<file path="src/rtl/irr_params.svh">
/*
 * irr_params.svh: offsets, field positions, reset values and counts of the
 * infrared remote receiver. Assumes inclusion by the core.
 */
`ifndef IRR_PARAMS_SVH
`define IRR_PARAMS_SVH

// register indices, byte address is four times the index
`define IRR_IDX_CONTROL 16'hFE27
`define IRR_IDX_IRQ 16'hFE28
`define IRR_IDX_SHIFT 16'hFE29
`define IRR_IDX_BYTE 16'hFE2A
`define IRR_IDX_BITCOUNT 16'hFE2B
`define IRR_IDX_GUIDE_W 16'hFE2C
`define IRR_IDX_ZERO_W 16'hFE2D
`define IRR_IDX_ONE_W 16'hFE2E
`define IRR_IDX_WIDTH_MSB 16'hFE2F

// reset values
`define IRR_RST_BYTE 8'h00
`define IRR_RST_XHW 7'h00

// control register fields
`define IRR_CTL_RUN 7
`define IRR_CTL_DINV 3

// irq register: flag and enable positions
`define IRR_IRQ_GUIDE 7
`define IRR_IRQ_GUIDE_EN 6
`define IRR_IRQ_ERR 5
`define IRR_IRQ_ERR_EN 4
`define IRR_IRQ_FULL 3
`define IRR_IRQ_FULL_EN 2
`define IRR_IRQ_END 1
`define IRR_IRQ_END_EN 0

// width msb register fields
`define IRR_XHW_DIR 7

// reference clock select codes
`define IRR_REF_SUBCLK 3'h6
`define IRR_REF_1TCYC 3'h7

// interrupt vector served by the request output
`define IRR_VECTOR 16'h0013

// measurement counter saturation and match tolerance
`define IRR_MCNT_MAX 5'h1F
`define IRR_TOL 5'h01

`endif

</file>
<file path="src/rtl/irr_pkg_order_note.sv">
/*
 * irr_pkg_order_note.sv: empty compilation unit kept out.
 */

</file>
<file path="src/rtl/irr_pkg.sv">
/*
 * irr_pkg.sv: types of the infrared remote receiver.
 * Assumes irr_params.svh is on the include path.
 */
package irr_pkg;
	typedef struct packed {
		logic read;
		logic write;
		logic [17:0] address;
		logic [31:0] writedata;
		logic [3:0] byteenable;
	} irr_avm_req_t;

	typedef enum logic [2:0] {
		FMT_A = 3'h0,
		FMT_B = 3'h1,
		FMT_C = 3'h2,
		FMT_D = 3'h3,
		FMT_E = 3'h4
	} irr_format_t;

	typedef enum logic [5:0] {
		ST_WAIT = 6'h01,
		ST_G_HI = 6'h02,
		ST_G_LO = 6'h04,
		ST_D_HI = 6'h08,
		ST_D_LO = 6'h10,
		ST_DONE = 6'h20
	} irr_state_t;
endpackage : irr_pkg

</file>
<file path="src/rtl/irr_receiver.sv">
/*
 * irr_receiver.sv: infrared remote receiver core with an Avalon-MM slave.
 * Assumes one core clock, a remote input pin and a subclock pin that are
 * both asynchronous, and an Avalon master that holds its request stable.
 */
// The implementer's own choice: the Avalon-MM interface to the registers.
`timescale 1ns/1ns
`include "irr_params.svh"

// Behaviour
// RQ1 - five formats: guide kind, PPM or Manchester, stop bits or not
// RQ2 - pulses timed by reference clock: 1 to 128 cycles or subclock
// RQ3 - each pulse classed 0, 1 or error; only valid bits shift in
// RQ4 - eight valid bits copy to the byte register and set transfer flag
// RQ5 - end flag set when end condition of the format is seen
// RQ6 - four sources share one vector request, each gated by its enable
// RQ7 - started on subclock, a receiver request releases crystal hold
// RQ8 - software starts on subclock before entering crystal hold
// RQ9 - shift fills lsb or msb first from direction bit 7
// RQ10 - shift register stays readable after end for a partial byte
// RQ11 - shift clears on stop, guide ok, first start edge, transfer
// RQ12 - byte register undefined at reset, changes only on transfer
// RQ13 - 3-bit counter counts valid bits, gives partial byte length
// RQ14 - bit counter clears on stop, guide ok or first start edge
// RQ15 - formats C and D ignore guide prescale and guide width
// RQ16 - 5-bit prescaler issues count clock at its selected count
// RQ17 - guide prescale used for guide, data prescale for data pulses
// RQ18 - codes give 4 to 32 in formats A to C, 2 to 16 otherwise
// RQ19 - zero width register defines data 0 width for classing
// RQ20 - one width register defines data 1 width for classing
// RQ21 - new level accepted only after four agreeing reference samples
// RQ22 - select 000 to 101 is 4 to 128 cycles, 110 subclock, 111 one
// RQ23 - hardware sets flags, software clears; request while flag and enable
// RQ24 - run bit starts and stops; settings changed only while stopped
// RQ25 - a new transfer overwrites the byte and sets the flag again
module irr_receiver
	import irr_pkg::*;
(
	// clock and reset
	input wire logic CORE_CLK_I,
	input wire logic NRST_I,
	// avalon-mm slave
	input wire irr_avm_req_t AVM_REQ_I,
	output logic [31:0] AVM_READDATA_O,
	output logic AVM_WAITREQUEST_O,
	// pins
	input wire logic REMOTE_I,
	input wire logic SUBCLK_I,
	// requests
	output logic IRQ_O,
	output logic HOLD_RELEASE_O
);

	// reference divider terminal count per select code
	function automatic logic [6:0] ref_term(input logic [2:0] sel);
		case (sel)
			3'h0: ref_term = 7'h03;
			3'h1: ref_term = 7'h07;
			3'h2: ref_term = 7'h0F;
			3'h3: ref_term = 7'h1F;
			3'h4: ref_term = 7'h3F;
			3'h5: ref_term = 7'h7F;
			default: ref_term = 7'h00;
		endcase
	endfunction : ref_term

	// prescaler terminal count per code and format
	function automatic logic [4:0] psc_term(input logic [1:0] code, input logic [2:0] fmt);
		logic half;
		half = (fmt == FMT_D) || (fmt == FMT_E);
		case (code)
			2'h0: psc_term = half ? 5'h01 : 5'h03;
			2'h1: psc_term = half ? 5'h03 : 5'h07;
			2'h2: psc_term = half ? 5'h07 : 5'h0F;
			default: psc_term = half ? 5'h0F : 5'h1F;
		endcase
	endfunction : psc_term

	// measured width within tolerance of a set width
	function automatic logic width_ok(input logic [4:0] meas, input logic [4:0] ref_w);
		width_ok = ({1'b0, meas} + {1'b0, `IRR_TOL} >= {1'b0, ref_w}) &&
			({1'b0, meas} <= {1'b0, ref_w} + {1'b0, `IRR_TOL});
	endfunction : width_ok

	// registers
	logic [7:0] ctrl;
	logic [3:0] flags;
	logic [3:0] enables;
	logic [7:0] rx_shift_reg;
	logic [7:0] rx_byte_reg;
	logic [3:0] prescale;
	logic suspend_resume_flag;
	logic [2:0] bit_counter;
	logic [7:0] guide_width_reg;
	logic [7:0] zero_width_reg;
	logic [7:0] one_width_reg;
	logic [6:0] width_msb_reg;
	logic wreq;

	// receiver state
	irr_state_t state;
	irr_state_t next_state;
	logic rem_s1, rem_s2;
	logic sub_s1, sub_s2, sub_s3;
	logic [6:0] ref_div;
	logic [2:0] hist;
	logic lvl, lvl_d;
	logic [4:0] ir_prescaler;
	logic [4:0] pulse_width_counter;
	logic [4:0] high_w;

	// decoded fields
	wire run_bit = ctrl[`IRR_CTL_RUN];
	wire [2:0] fmt = ctrl[6:4];
	wire dinv = ctrl[`IRR_CTL_DINV];
	wire [2:0] ref_sel = ctrl[2:0];
	wire shift_direction = width_msb_reg[6];
	wire has_guide = (fmt == FMT_A) || (fmt == FMT_B) || (fmt == FMT_E); // [RQ1] [RQ15]
	wire fmt_half = (fmt == FMT_A);
	wire [4:0] gp_hi = {width_msb_reg[1], guide_width_reg[7:4]};
	wire [4:0] gp_lo = {width_msb_reg[0], guide_width_reg[3:0]};
	wire [4:0] d0_hi = {width_msb_reg[3], zero_width_reg[7:4]}; // [RQ19]
	wire [4:0] d0_lo = {width_msb_reg[2], zero_width_reg[3:0]}; // [RQ19]
	wire [4:0] d1_hi = {width_msb_reg[5], one_width_reg[7:4]}; // [RQ20]
	wire [4:0] d1_lo = {width_msb_reg[4], one_width_reg[3:0]}; // [RQ20]

	// reference clock tick
	wire sub_edge = sub_s2 & ~sub_s3;
	wire ref_tick = (ref_sel == `IRR_REF_SUBCLK) ? sub_edge : (ref_div == ref_term(ref_sel)); // [RQ2] [RQ22]

	// noise filter decision
	wire in_pol = rem_s2 ^ dinv;
	wire agree = (hist == {3{in_pol}}); // [RQ21]
	wire rise = lvl & ~lvl_d;
	wire fall = ~lvl & lvl_d;
	wire edge_seen = rise | fall;

	// prescaler and width counter
	wire guide_phase = (state == ST_G_HI) || (state == ST_G_LO);
	wire [1:0] psc_code = guide_phase ? prescale[3:2] : prescale[1:0]; // [RQ17]
	wire cnt_tick = ref_tick && (ir_prescaler == psc_term(psc_code, fmt)); // [RQ16] [RQ18]
	wire sat = (pulse_width_counter == `IRR_MCNT_MAX);

	// bus decode
	wire req = AVM_REQ_I.read | AVM_REQ_I.write;
	wire acc = req & ~wreq;
	wire wr_en = AVM_REQ_I.write & acc & AVM_REQ_I.byteenable[0];
	wire [17:0] adr = AVM_REQ_I.address;
	wire [7:0] wd = AVM_REQ_I.writedata[7:0];
	wire hit_ctrl = (adr == {`IRR_IDX_CONTROL, 2'b00});
	wire hit_irq = (adr == {`IRR_IDX_IRQ, 2'b00});
	wire hit_shift = (adr == {`IRR_IDX_SHIFT, 2'b00});
	wire hit_byte = (adr == {`IRR_IDX_BYTE, 2'b00});
	wire hit_bcnt = (adr == {`IRR_IDX_BITCOUNT, 2'b00});
	wire hit_gpw = (adr == {`IRR_IDX_GUIDE_W, 2'b00});
	wire hit_d0w = (adr == {`IRR_IDX_ZERO_W, 2'b00});
	wire hit_d1w = (adr == {`IRR_IDX_ONE_W, 2'b00});
	wire hit_xhw = (adr == {`IRR_IDX_WIDTH_MSB, 2'b00});
	wire [7:0] irq_view = {flags[3], enables[3], flags[2], enables[2],
		flags[1], enables[1], flags[0], enables[0]};
	wire [7:0] rd_mux =
		hit_ctrl ? ctrl :
		hit_irq ? irq_view :
		hit_shift ? rx_shift_reg :
		hit_byte ? rx_byte_reg :
		hit_bcnt ? {prescale, suspend_resume_flag, bit_counter} :
		hit_gpw ? guide_width_reg :
		hit_d0w ? zero_width_reg :
		hit_d1w ? one_width_reg :
		hit_xhw ? {width_msb_reg[6], 1'b0, width_msb_reg[5:0]} : 8'h00;

	// receive events
	logic ev_gp, ev_err, ev_bit, bit_val, ev_end, clr_rx;
	wire ev_full = ev_bit && (bit_counter == 3'h7); // [RQ4]
	wire [7:0] shifted = shift_direction ? {rx_shift_reg[6:0], bit_val} :
		{bit_val, rx_shift_reg[7:1]}; // [RQ9]
	wire [3:0] set_flags = {ev_gp, ev_err, ev_full, ev_end};
	wire [3:0] keep_flags = (wr_en && hit_irq) ?
		{wd[`IRR_IRQ_GUIDE], wd[`IRR_IRQ_ERR], wd[`IRR_IRQ_FULL], wd[`IRR_IRQ_END]} : 4'hF;
	wire [3:0] next_flags = set_flags | (flags & keep_flags); // [RQ23]
	wire irq_any = |(flags & enables); // [RQ6] [RQ23]
	wire sub_mode = run_bit && (ref_sel == `IRR_REF_SUBCLK);
	wire [3:0] end_state_sel = {3'h0, suspend_resume_flag};

	// sequence of guide, data pulses and end
	always_comb begin
		next_state = state;
		ev_gp = 1'b0;
		ev_err = 1'b0;
		ev_bit = 1'b0;
		bit_val = 1'b0;
		ev_end = 1'b0;
		clr_rx = 1'b0;
		case (state)
			ST_WAIT: begin
				if (lvl) begin
					if (has_guide) begin
						next_state = ST_G_HI;
					end else begin
						next_state = ST_D_HI;
						clr_rx = 1'b1; // [RQ11] [RQ14]
					end
				end
			end
			ST_G_HI: begin
				if (fall) begin
					if (width_ok(pulse_width_counter, gp_hi)) begin
						next_state = ST_G_LO;
					end else begin
						ev_err = 1'b1;
						next_state = ST_WAIT;
					end
				end else if (sat) begin
					ev_err = 1'b1;
					next_state = ST_WAIT;
				end
			end
			ST_G_LO: begin
				if (rise) begin
					if (fmt_half || width_ok(pulse_width_counter, gp_lo)) begin
						ev_gp = 1'b1; // [RQ6]
						clr_rx = 1'b1; // [RQ11] [RQ14]
						next_state = ST_D_HI;
					end else begin
						ev_err = 1'b1;
						next_state = ST_WAIT;
					end
				end else if (sat) begin
					ev_err = 1'b1;
					next_state = ST_WAIT;
				end
			end
			ST_D_HI: begin
				if (fall) begin
					next_state = ST_D_LO;
				end else if (sat) begin
					ev_end = 1'b1; // [RQ5]
					next_state = end_state_sel[0] ? ST_DONE : ST_WAIT;
				end
			end
			ST_D_LO: begin
				if (rise) begin
					if (width_ok(high_w, d0_hi) && width_ok(pulse_width_counter, d0_lo)) begin
						ev_bit = 1'b1; // [RQ3]
						next_state = ST_D_HI;
					end else if (width_ok(high_w, d1_hi) &&
						width_ok(pulse_width_counter, d1_lo)) begin
						ev_bit = 1'b1; // [RQ3]
						bit_val = 1'b1;
						next_state = ST_D_HI;
					end else begin
						ev_err = 1'b1; // [RQ3]
						next_state = ST_WAIT;
					end
				end else if (sat) begin
					ev_end = 1'b1; // [RQ5] [RQ10]
					next_state = end_state_sel[0] ? ST_DONE : ST_WAIT;
				end
			end
			ST_DONE: begin
				if (!suspend_resume_flag) begin
					next_state = ST_WAIT;
				end
			end
			default: begin
				next_state = ST_WAIT;
			end
		endcase
	end

	// pin synchronisers
	always_ff @(posedge CORE_CLK_I or negedge NRST_I) begin
		if (!NRST_I) begin
			rem_s1 <= 1'b0;
			rem_s2 <= 1'b0;
			sub_s1 <= 1'b0;
			sub_s2 <= 1'b0;
			sub_s3 <= 1'b0;
		end else begin
			rem_s1 <= REMOTE_I;
			rem_s2 <= rem_s1;
			sub_s1 <= SUBCLK_I;
			sub_s2 <= sub_s1;
			sub_s3 <= sub_s2;
		end
	end

	// reference divider and noise filter
	always_ff @(posedge CORE_CLK_I or negedge NRST_I) begin
		if (!NRST_I) begin
			ref_div <= 7'h00;
			hist <= 3'h0;
			lvl <= 1'b0;
			lvl_d <= 1'b0;
		end else if (!run_bit) begin
			ref_div <= 7'h00;
			hist <= 3'h0;
			lvl <= 1'b0;
			lvl_d <= 1'b0;
		end else begin
			ref_div <= ref_tick ? 7'h00 : ref_div + 7'h01;
			lvl_d <= lvl;
			if (ref_tick) begin
				hist <= {hist[1:0], in_pol};
				if (agree) begin
					lvl <= in_pol; // [RQ21]
				end
			end
		end
	end

	// prescaler, width counter and state
	always_ff @(posedge CORE_CLK_I or negedge NRST_I) begin
		if (!NRST_I) begin
			ir_prescaler <= 5'h00;
			pulse_width_counter <= 5'h00;
			high_w <= 5'h00;
			state <= ST_WAIT;
		end else if (!run_bit || edge_seen) begin
			ir_prescaler <= 5'h00;
			pulse_width_counter <= 5'h00;
			high_w <= fall ? pulse_width_counter : high_w;
			state <= run_bit ? next_state : ST_WAIT; // [RQ24]
		end else begin
			ir_prescaler <= cnt_tick ? 5'h00 : (ref_tick ? ir_prescaler + 5'h01 : ir_prescaler); // [RQ16]
			pulse_width_counter <= (cnt_tick && !sat) ? pulse_width_counter + 5'h01 :
				pulse_width_counter;
			state <= next_state;
		end
	end

	// shift register and bit counter
	always_ff @(posedge CORE_CLK_I or negedge NRST_I) begin
		if (!NRST_I) begin
			rx_shift_reg <= 8'h00;
			bit_counter <= 3'h0;
		end else if (!run_bit || clr_rx || ev_full) begin
			rx_shift_reg <= 8'h00; // [RQ11]
			bit_counter <= ev_full ? 3'h0 : 3'h0; // [RQ14]
		end else if (ev_bit) begin
			rx_shift_reg <= shifted; // [RQ3] [RQ9]
			bit_counter <= bit_counter + 3'h1; // [RQ13]
		end
	end

	// byte register has no reset value
	always_ff @(posedge CORE_CLK_I) begin
		if (ev_full) begin
			rx_byte_reg <= shifted; // [RQ4] [RQ12] [RQ25]
		end
	end

	// software registers and flags
	always_ff @(posedge CORE_CLK_I or negedge NRST_I) begin
		if (!NRST_I) begin
			ctrl <= 8'h00;
			flags <= 4'h0;
			enables <= 4'h0;
			prescale <= 4'h0;
			suspend_resume_flag <= 1'b0;
			guide_width_reg <= 8'h00;
			zero_width_reg <= 8'h00;
			one_width_reg <= 8'h00;
			width_msb_reg <= `IRR_RST_XHW;
		end else begin
			flags <= next_flags; // [RQ23] [RQ25]
			if (wr_en && hit_ctrl) begin
				ctrl <= wd; // [RQ24]
			end
			if (wr_en && hit_irq) begin
				enables <= {wd[`IRR_IRQ_GUIDE_EN], wd[`IRR_IRQ_ERR_EN],
					wd[`IRR_IRQ_FULL_EN], wd[`IRR_IRQ_END_EN]};
			end
			if (wr_en && hit_bcnt) begin
				prescale <= wd[7:4];
				suspend_resume_flag <= wd[3];
			end
			if (wr_en && hit_gpw) begin
				guide_width_reg <= wd;
			end
			if (wr_en && hit_d0w) begin
				zero_width_reg <= wd;
			end
			if (wr_en && hit_d1w) begin
				one_width_reg <= wd;
			end
			if (wr_en && hit_xhw) begin
				width_msb_reg <= {wd[`IRR_XHW_DIR], wd[5:0]};
			end
		end
	end

	// bus answer and request outputs
	always_ff @(posedge CORE_CLK_I or negedge NRST_I) begin
		if (!NRST_I) begin
			wreq <= 1'b1;
			AVM_READDATA_O <= 32'h0000_0000;
			IRQ_O <= 1'b0;
			HOLD_RELEASE_O <= 1'b0;
		end else begin
			wreq <= ~(req & wreq);
			if (AVM_REQ_I.read && wreq) begin
				AVM_READDATA_O <= {24'h00_0000, rd_mux};
			end
			IRQ_O <= irq_any; // [RQ6]
			HOLD_RELEASE_O <= sub_mode && irq_any; // [RQ7] [RQ8]
		end
	end

	assign AVM_WAITREQUEST_O = wreq;

endmodule : irr_receiver
</file>
<file path="config.mk">
export PLATFORM = sky130hd
export DESIGN_NAME = irr_receiver
export DESIGN_NICKNAME = d
export VERILOG_FILES = /design/src/rtl/irr_pkg_order_note.sv /design/src/rtl/irr_pkg.sv /design/src/rtl/irr_receiver.sv
export VERILOG_INCLUDE_DIRS = /design/src /design/src/rtl
export SDC_FILE = /design/constraint.sdc
export NUM_CORES = 1
export LEC_CHECK = 0
export BUFFER_PORTS_ARGS = -buffer_cell sky130_fd_sc_hd__buf_4
export CAP_MARGIN = 5
export CORE_UTILIZATION = 25
export DETAILED_ROUTE_END_ITERATION = 8
export SYNTH_ARGS = -nofsm -noshare
export SYNTH_HDL_FRONTEND = slang
export SYNTH_SLANG_ARGS = --single-unit
</file>
<file path="constraint.sdc">
create_clock -name CORE_CLK_I -period 9.3 [get_ports CORE_CLK_I]
set_input_delay 1.395 -clock CORE_CLK_I [delete_from_list [all_inputs] [get_ports CORE_CLK_I]]
set_output_delay 1.395 -clock CORE_CLK_I [all_outputs]
set_load 0.05 [all_outputs]
</file>
==> results of run 1 <==
-- metal layers --
metal  track usage, %  vias to the layer above  wire length [um]
li1                 -                     3139                 -
met1             19.6                     3187             10800
met2             19.6                      202              9550
met3             3.31                       32              1380
met4             4.37                        0               423
met5                0                        -                 0
-- through the flow --
| stage | hold slack (ps) | worst slack, ps |
|---|---|---|
| finish | 350 | 5200 |
| global route | 371 | 4960 |
| CTS | 351 | 5240 |
| detailed placement | 337 | 4990 |
| global placement | 334 | 5020 |
| floorplan | 331 | 5810 |
-- worst paths after layout --
| path | start | to | slack [ps] | depth (start not counted) |
|---|---|---|---|---|
| worst min register to register | sub_s1 | sub_s2 | 350 | 0 |
| worst max register to register | state[2] | pulse_width_counter[1] | 5200 | 13 |
| min in group asynchronous | NRST_I | ir_prescaler[2] | 960 | 1 |
| worst min-delay path | sub_s1 | sub_s2 | 350 | 0 |
| max in group asynchronous | NRST_I | suspend_resume_flag | 6960 | 2 |
| worst max-delay path | state[2] | pulse_width_counter[1] | 5200 | 13 |
-- critical path, stage by stage (launching register included) --
cell and delay, ps:
dfrtp_1 440, nor4_1 440, nand2_1 170, o21ai_0 380
mux2_2 450, inv_1 100, ha_1 220, or4bb_1 500
a21oi_1 130, a311oi_1 90, a211oi_4 450, nor3b_4 340
mux2i_1 210, nor2_1 50
-- layout make-up --
| type | instances | share of cell area [%] |
|---|---|---|
| inverters | 52 | 2.08 |
| flip-flops and latches | 120 | 32.5 |
| multi-input cells | 661 | 50.1 |
| repair buffers | 45 | 3.60 |
| well taps | 435 | 5.81 |
| clock inverters | 15 | 1.39 |
| clock buffers | 17 | 4.54 |
-- logic make-up (layout without fill, tap and decap cells) --
group,count (synthesis),after routing,synth area share [%]
AO/OA/AOI/OAI,208,208,16.2
XOR/XNOR,35,35,3.77
adder cells (fa/ha/maj),79,79,12.1
buffers and inverters,101,129,5.93
flip-flops,120,120,37.4
multiplexers,50,50,7.01
other,1,24,0.0461
AND/OR/NAND/NOR,265,265,17.5
-- power by group through the flow --
stage | clock network, mW | logic [mW] | registers, mW
floorplan | 0 | 0.112 | 0.582
global placement | 0 | 0.178 | 0.570
detailed placement | 0 | 0.178 | 0.570
CTS | 0.633 | 0.179 | 0.561
global route | 0.662 | 0.194 | 0.563
finish | 0.627 | 0.179 | 0.561
-- placed cells by master (no fill, tap or decap), types with 7 or more instances in the layout --
cell       instances
a211oi_1           9
a21o_1             8
a21oi_1           37
a22o_1            10
a22oi_1            9
a31oi_1           13
and3_1            12
buf_4             45
clkbuf_16         17
conb_1            24
dfrtp_1          110
edfxtp_1           8
ha_1              79
inv_1             52
mux2_1             9
mux2_2            27
mux2i_1           12
nand2_1           78
nand3_1           31
nand3b_1          11
nand4_1            7
nor2_1            58
nor2b_1            7
nor3_1             7
nor3b_1            8
o21ai_0           38
o21ai_1           38
o22ai_1           10
xnor2_1           29
==> flow_summary_export.csv, run 1 <==
group,metric,value,unit
timing,maxSlewHeadroom,28.4,%
power,p_int,0.965,mW
power,p_comb_share,13.1,%
cts,clock_path_buffers,2,
floorplanning,die_w,182,um
logic_synthesis,syn_inst,859,
cells_and_area,stdcell_count,1345,
power,max-vdd-ir-drop,0.0921,mV
power,finalPower,1.37,mW
cts,cts_hold_buf,0,
cts,clock_latency,430,ps
logic_synthesis,syn-cell-area,8140,um2
drt,drc,0,
timing,rsz0062_at_grt,"false",
global_route,grt_overflow,0,
timing,finalHoldViolations,0,
cells_and_area,syn_to_final_growth,15.2,%
floorplanning,ios,95,
global_route,grt_max_degree,74,
logic_synthesis,synth-seq-area-share,37.4,%
cts,cts.clk_slew.worst_paths,60,ps
logic_synthesis,syn_avg_cell_area,9.48,um2
timing,finalClockSkew,9.60,ps
cells_and_area,fill_cells,3305,
cts,ctsResizeCount,0,
logic_synthesis,yosysWarnings,0,
outcome,outcome,"complete, no violations",
timing,final.setup.tns,0,ps
cts,tritoncts,"built",
timing,slew_viol_final,0,
floorplanning,dieArea,33300,um2
logic_synthesis,synthFlopType,"dfrtp_1",
floorplanning,start_util,25.6,%
job,drv_cap,0,
global_route,grt_antenna_before_repair,0,
drt,drtPass1Iterations,5,
drt,drt-total-wl,22.1,mm
power,switchingPower,0.402,mW
timing,setup_viol,0,
timing,max_freq,0.244,GHz
placement,placed_cells,1313,
setup_path,start_kind,"flop",
floorplanning,core,31800,um2
drt,via_count,6560,
setup_path,path_max_fanout,9,
cells_and_area,finalInstanceArea,9380,um2
cells_and_area,final_nets,1036,
drt,wl_per_cell,16.5,um
timing,tightest_slew,1060,ps
drt,drt_first_iter_violations,546,
logic_synthesis,synth_seq_cells,120,
setup_path,cp.required,9600,ps
logic_synthesis,synth.distinct_cells,76,
cells_and_area,fin_util,29.5,%
logic_synthesis,async_flop_share,93.3,%
min_path,hp-class,"flop to flop",
timing,fin_crit,4100,ps
drt,vias_per_cell,4.88,
power,seq_power_share,41.1,%
global_route,grt_pass1_vias,6120,
drt,ant_nets,0,
cts,numCtsBuffers,17,
power,p_sw_share,29.4,%
placement,dp_hpwl,16.3,mm
cts,cts-root-buf,"clkbuf_16",
logic_synthesis,synthTopCellsByArea,"dfrtp_1 34%, ha_1 12%, mux2_2 3.7%, nand2_1 3.6%, xnor2_1 3.1%",
cells_and_area,multi_input_area,4700,um2
logic_synthesis,synth_most_common_cell,"dfrtp_1",
logic_synthesis,synth-edff-count,8,
cts,cts-htree-levels,4,
power,clock_power_share,45.9,%
power,power_density,146,nW/um2
floorplanning,chipHeight,182,um
setup_path,endpoint_kind,"flop",
logic_synthesis,synth_area_leader_cell,"dfrtp_1",
cells_and_area,n_antenna_cell,0,
cells_and_area,drive_above_1_share,14.1,%
timing,post-route-period-util,44.1,%
placement,dpl_cell_area,8820,um2
setup_path,worstPathArrival,4400,ps
cts,cts_sinks,120,
placement,place.port_buffers,43,
cts,postCtsSetupBuffers,0,
power,p_leak,4.36,nW
global_route,grt_pass1_wl,34.8,mm
cells_and_area,ff_latch_area,3050,um2
floorplanning,placementRows,65,
placement,routabilityCongestion,0.853,
setup_path,worst-setup-path-type,"flop to flop",
logic_synthesis,synth.cells.most_frequent,"110 x dfrtp_1, 79 x ha_1, 78 x nand2_1, 58 x nor2_1, 52 x inv_1",
global_route,grt_usage,13.5,%
logic_synthesis,synth_top_area_share,33.8,%
(Power assumes the default switching activity.)
==> run 2, diff against run 1 <==
==> constraint.sdc (replaced) <==
create_clock -name CORE_CLK_I -period 3.5 [get_ports CORE_CLK_I]
set_input_delay 0.525 -clock CORE_CLK_I [delete_from_list [all_inputs] [get_ports CORE_CLK_I]]
set_output_delay 0.525 -clock CORE_CLK_I [all_outputs]
set_load 0.05 [all_outputs]
==> flow_summary_export.csv, run 2 (synthesis results as in run 1) <==
group,metric,value,unit
floorplanning,die_w,182,um
timing,maxSlewHeadroom,46.5,%
cells_and_area,stdcell_count,1374,
placement,dp_hpwl,16.6,mm
global_route,grt_max_degree,60,
cts,cts-htree-levels,4,
cells_and_area,final_nets,1065,
setup_path,endpoint_kind,"flop",
min_path,hp-class,"input port to asynchronous set/reset pin",
timing,slew_viol_final,0,
setup_path,cp.required,3800,ps
floorplanning,ios,95,
global_route,grt_antenna_before_repair,0,
floorplanning,placementRows,65,
drt,drt_first_iter_violations,469,
cts,numCtsBuffers,17,
timing,setup_viol,0,
drt,wl_per_cell,16.2,um
placement,dpl_cell_area,9060,um2
cells_and_area,finalInstanceArea,9730,um2
placement,routabilityCongestion,0.870,
cells_and_area,fill_cells,3283,
cts,clock_path_buffers,2,
cts,clock_latency,430,ps
cts,cts-root-buf,"clkbuf_16",
cells_and_area,n_antenna_cell,0,
job,drv_cap,0,
timing,fin_crit,3330,ps
placement,place.port_buffers,43,
global_route,grt_pass1_vias,6384,
power,finalPower,3.91,mW
setup_path,worst-setup-path-type,"flop to flop",
cells_and_area,layout_commonest_cell,"dfrtp_1",
outcome,outcome,"complete, no violations",
drt,drtPass1Iterations,5,
global_route,grt_pass1_wl,35.7,mm
timing,max_freq,0.300,GHz
setup_path,start_kind,"flop",
drt,drc,0,
power,max-vdd-ir-drop,0.356,mV
timing,finalClockSkew,10.7,ps
timing,tightest_slew,802,ps
floorplanning,start_util,25.6,%
timing,rsz0062_at_grt,"false",
floorplanning,chipHeight,182,um
cts,cts_hold_buf,0,
timing,worst_slack,166,ps
cts,cts.clk_slew.worst_paths,60,ps
placement,dp_worst_setup_slack,-113,ps
global_route,grt_usage,13.8,%
power,power_density,402,nW/um2
cells_and_area,drive_above_1_share,17.1,%
placement,placed_cells,1342,
cts,cts_sinks,120,
cts,tritoncts,"built",
cts,postCtsSetupBuffers,0,
drt,via_count,6683,
floorplanning,dieArea,33300,um2
timing,finalHoldViolations,0,
cells_and_area,syn_to_final_growth,19.5,%
timing,final.setup.tns,0,ps
global_route,grt_overflow,0,
cells_and_area,fin_util,30.6,%
timing,hold_ws,182,ps
drt,vias_per_cell,4.86,
drt,ant_nets,0,
cells_and_area,final_cell_mix,"110 x dfrtp_1, 79 x ha_1, 78 x nand2_1",
timing,post-route-period-util,95.3,%
power,p_leak,4.56,nW
setup_path,worstPathArrival,3630,ps
setup_path,path_max_fanout,3,
floorplanning,core,31800,um2
drt,drt-total-wl,22.2,mm
run 2: changes by cell type in the layout (fill, tap and decap cells not counted), sizes merged:
| cell | delta |
|---|---|
| clkinv | -6 |
| clkinvlp | -1 |
| inv | +4 |
| buf | +29 |
| bufinv | +3 |
run 2: routing by layer:
metal  up-vias  track usage (%)  share of wire [%]
met4         0             3.09                1.0
met1      3279             20.2                 49
met3        12             2.65                4.8
met5         -                0                  0
met2       192             20.7                 45
li1       3200                -                  -
run 2: worst max-delay path, stage by stage, from the launching register on:
cell and delay [ps]:
dfrtp_1 410, nor4_4 360, nand2_1 140, o21ai_2 230
mux2_4 340, ha_1 210, or4bb_1 500, a21oi_2 120
a311oi_1 80, a211oi_4 240, nor3b_4 310, mux2i_1 220
nor2_1 60
run 2: final cells by class:
| type | count | area [um2] | area share [%] |
|---|---|---|---|
| clock buffers | 17 | 425 | 4.37 |
| clock inverters | 15 | 211 | 2.17 |
| inverters | 52 | 195 | 2.01 |
| multi-input cells | 661 | 4730 | 48.6 |
| flip-flops and latches | 120 | 3050 | 31.3 |
| well taps | 435 | 544 | 5.59 |
| repair buffers | 74 | 581 | 5.97 |
run 2: power breakdown:
group | internal [mW] | switching (mW) | leakage, nW | total, mW
Clock | 1.21 | 0.706 | 0.310 | 1.91
Combinational | 0.165 | 0.344 | 2.86 | 0.510
Sequential | 1.45 | 0.0450 | 1.39 | 1.49
Total | 2.82 | 1.10 | 4.56 | 3.91
run 2: final timing paths:
check                      startpoint  depth (start not counted)                     end  slack, ps
setup / recovery             state[2]                         12  pulse_width_counter[4]        170
hold / removal                 NRST_I                          1         ir_prescaler[4]        180
setup reg to reg             state[2]                         12  pulse_width_counter[4]        170
hold reg to reg                sub_s1                          0                  sub_s2        350
max in group asynchronous      NRST_I                          2       AVM_WAITREQUEST_O       2490
min in group CORE_CLK_I      REMOTE_I                          1                  rem_s1        210
run 2: repair_timing:
action                     CTS  global route
pin swaps                    0             4
resized for setup            2             5
setup endpoints to repair    6             7
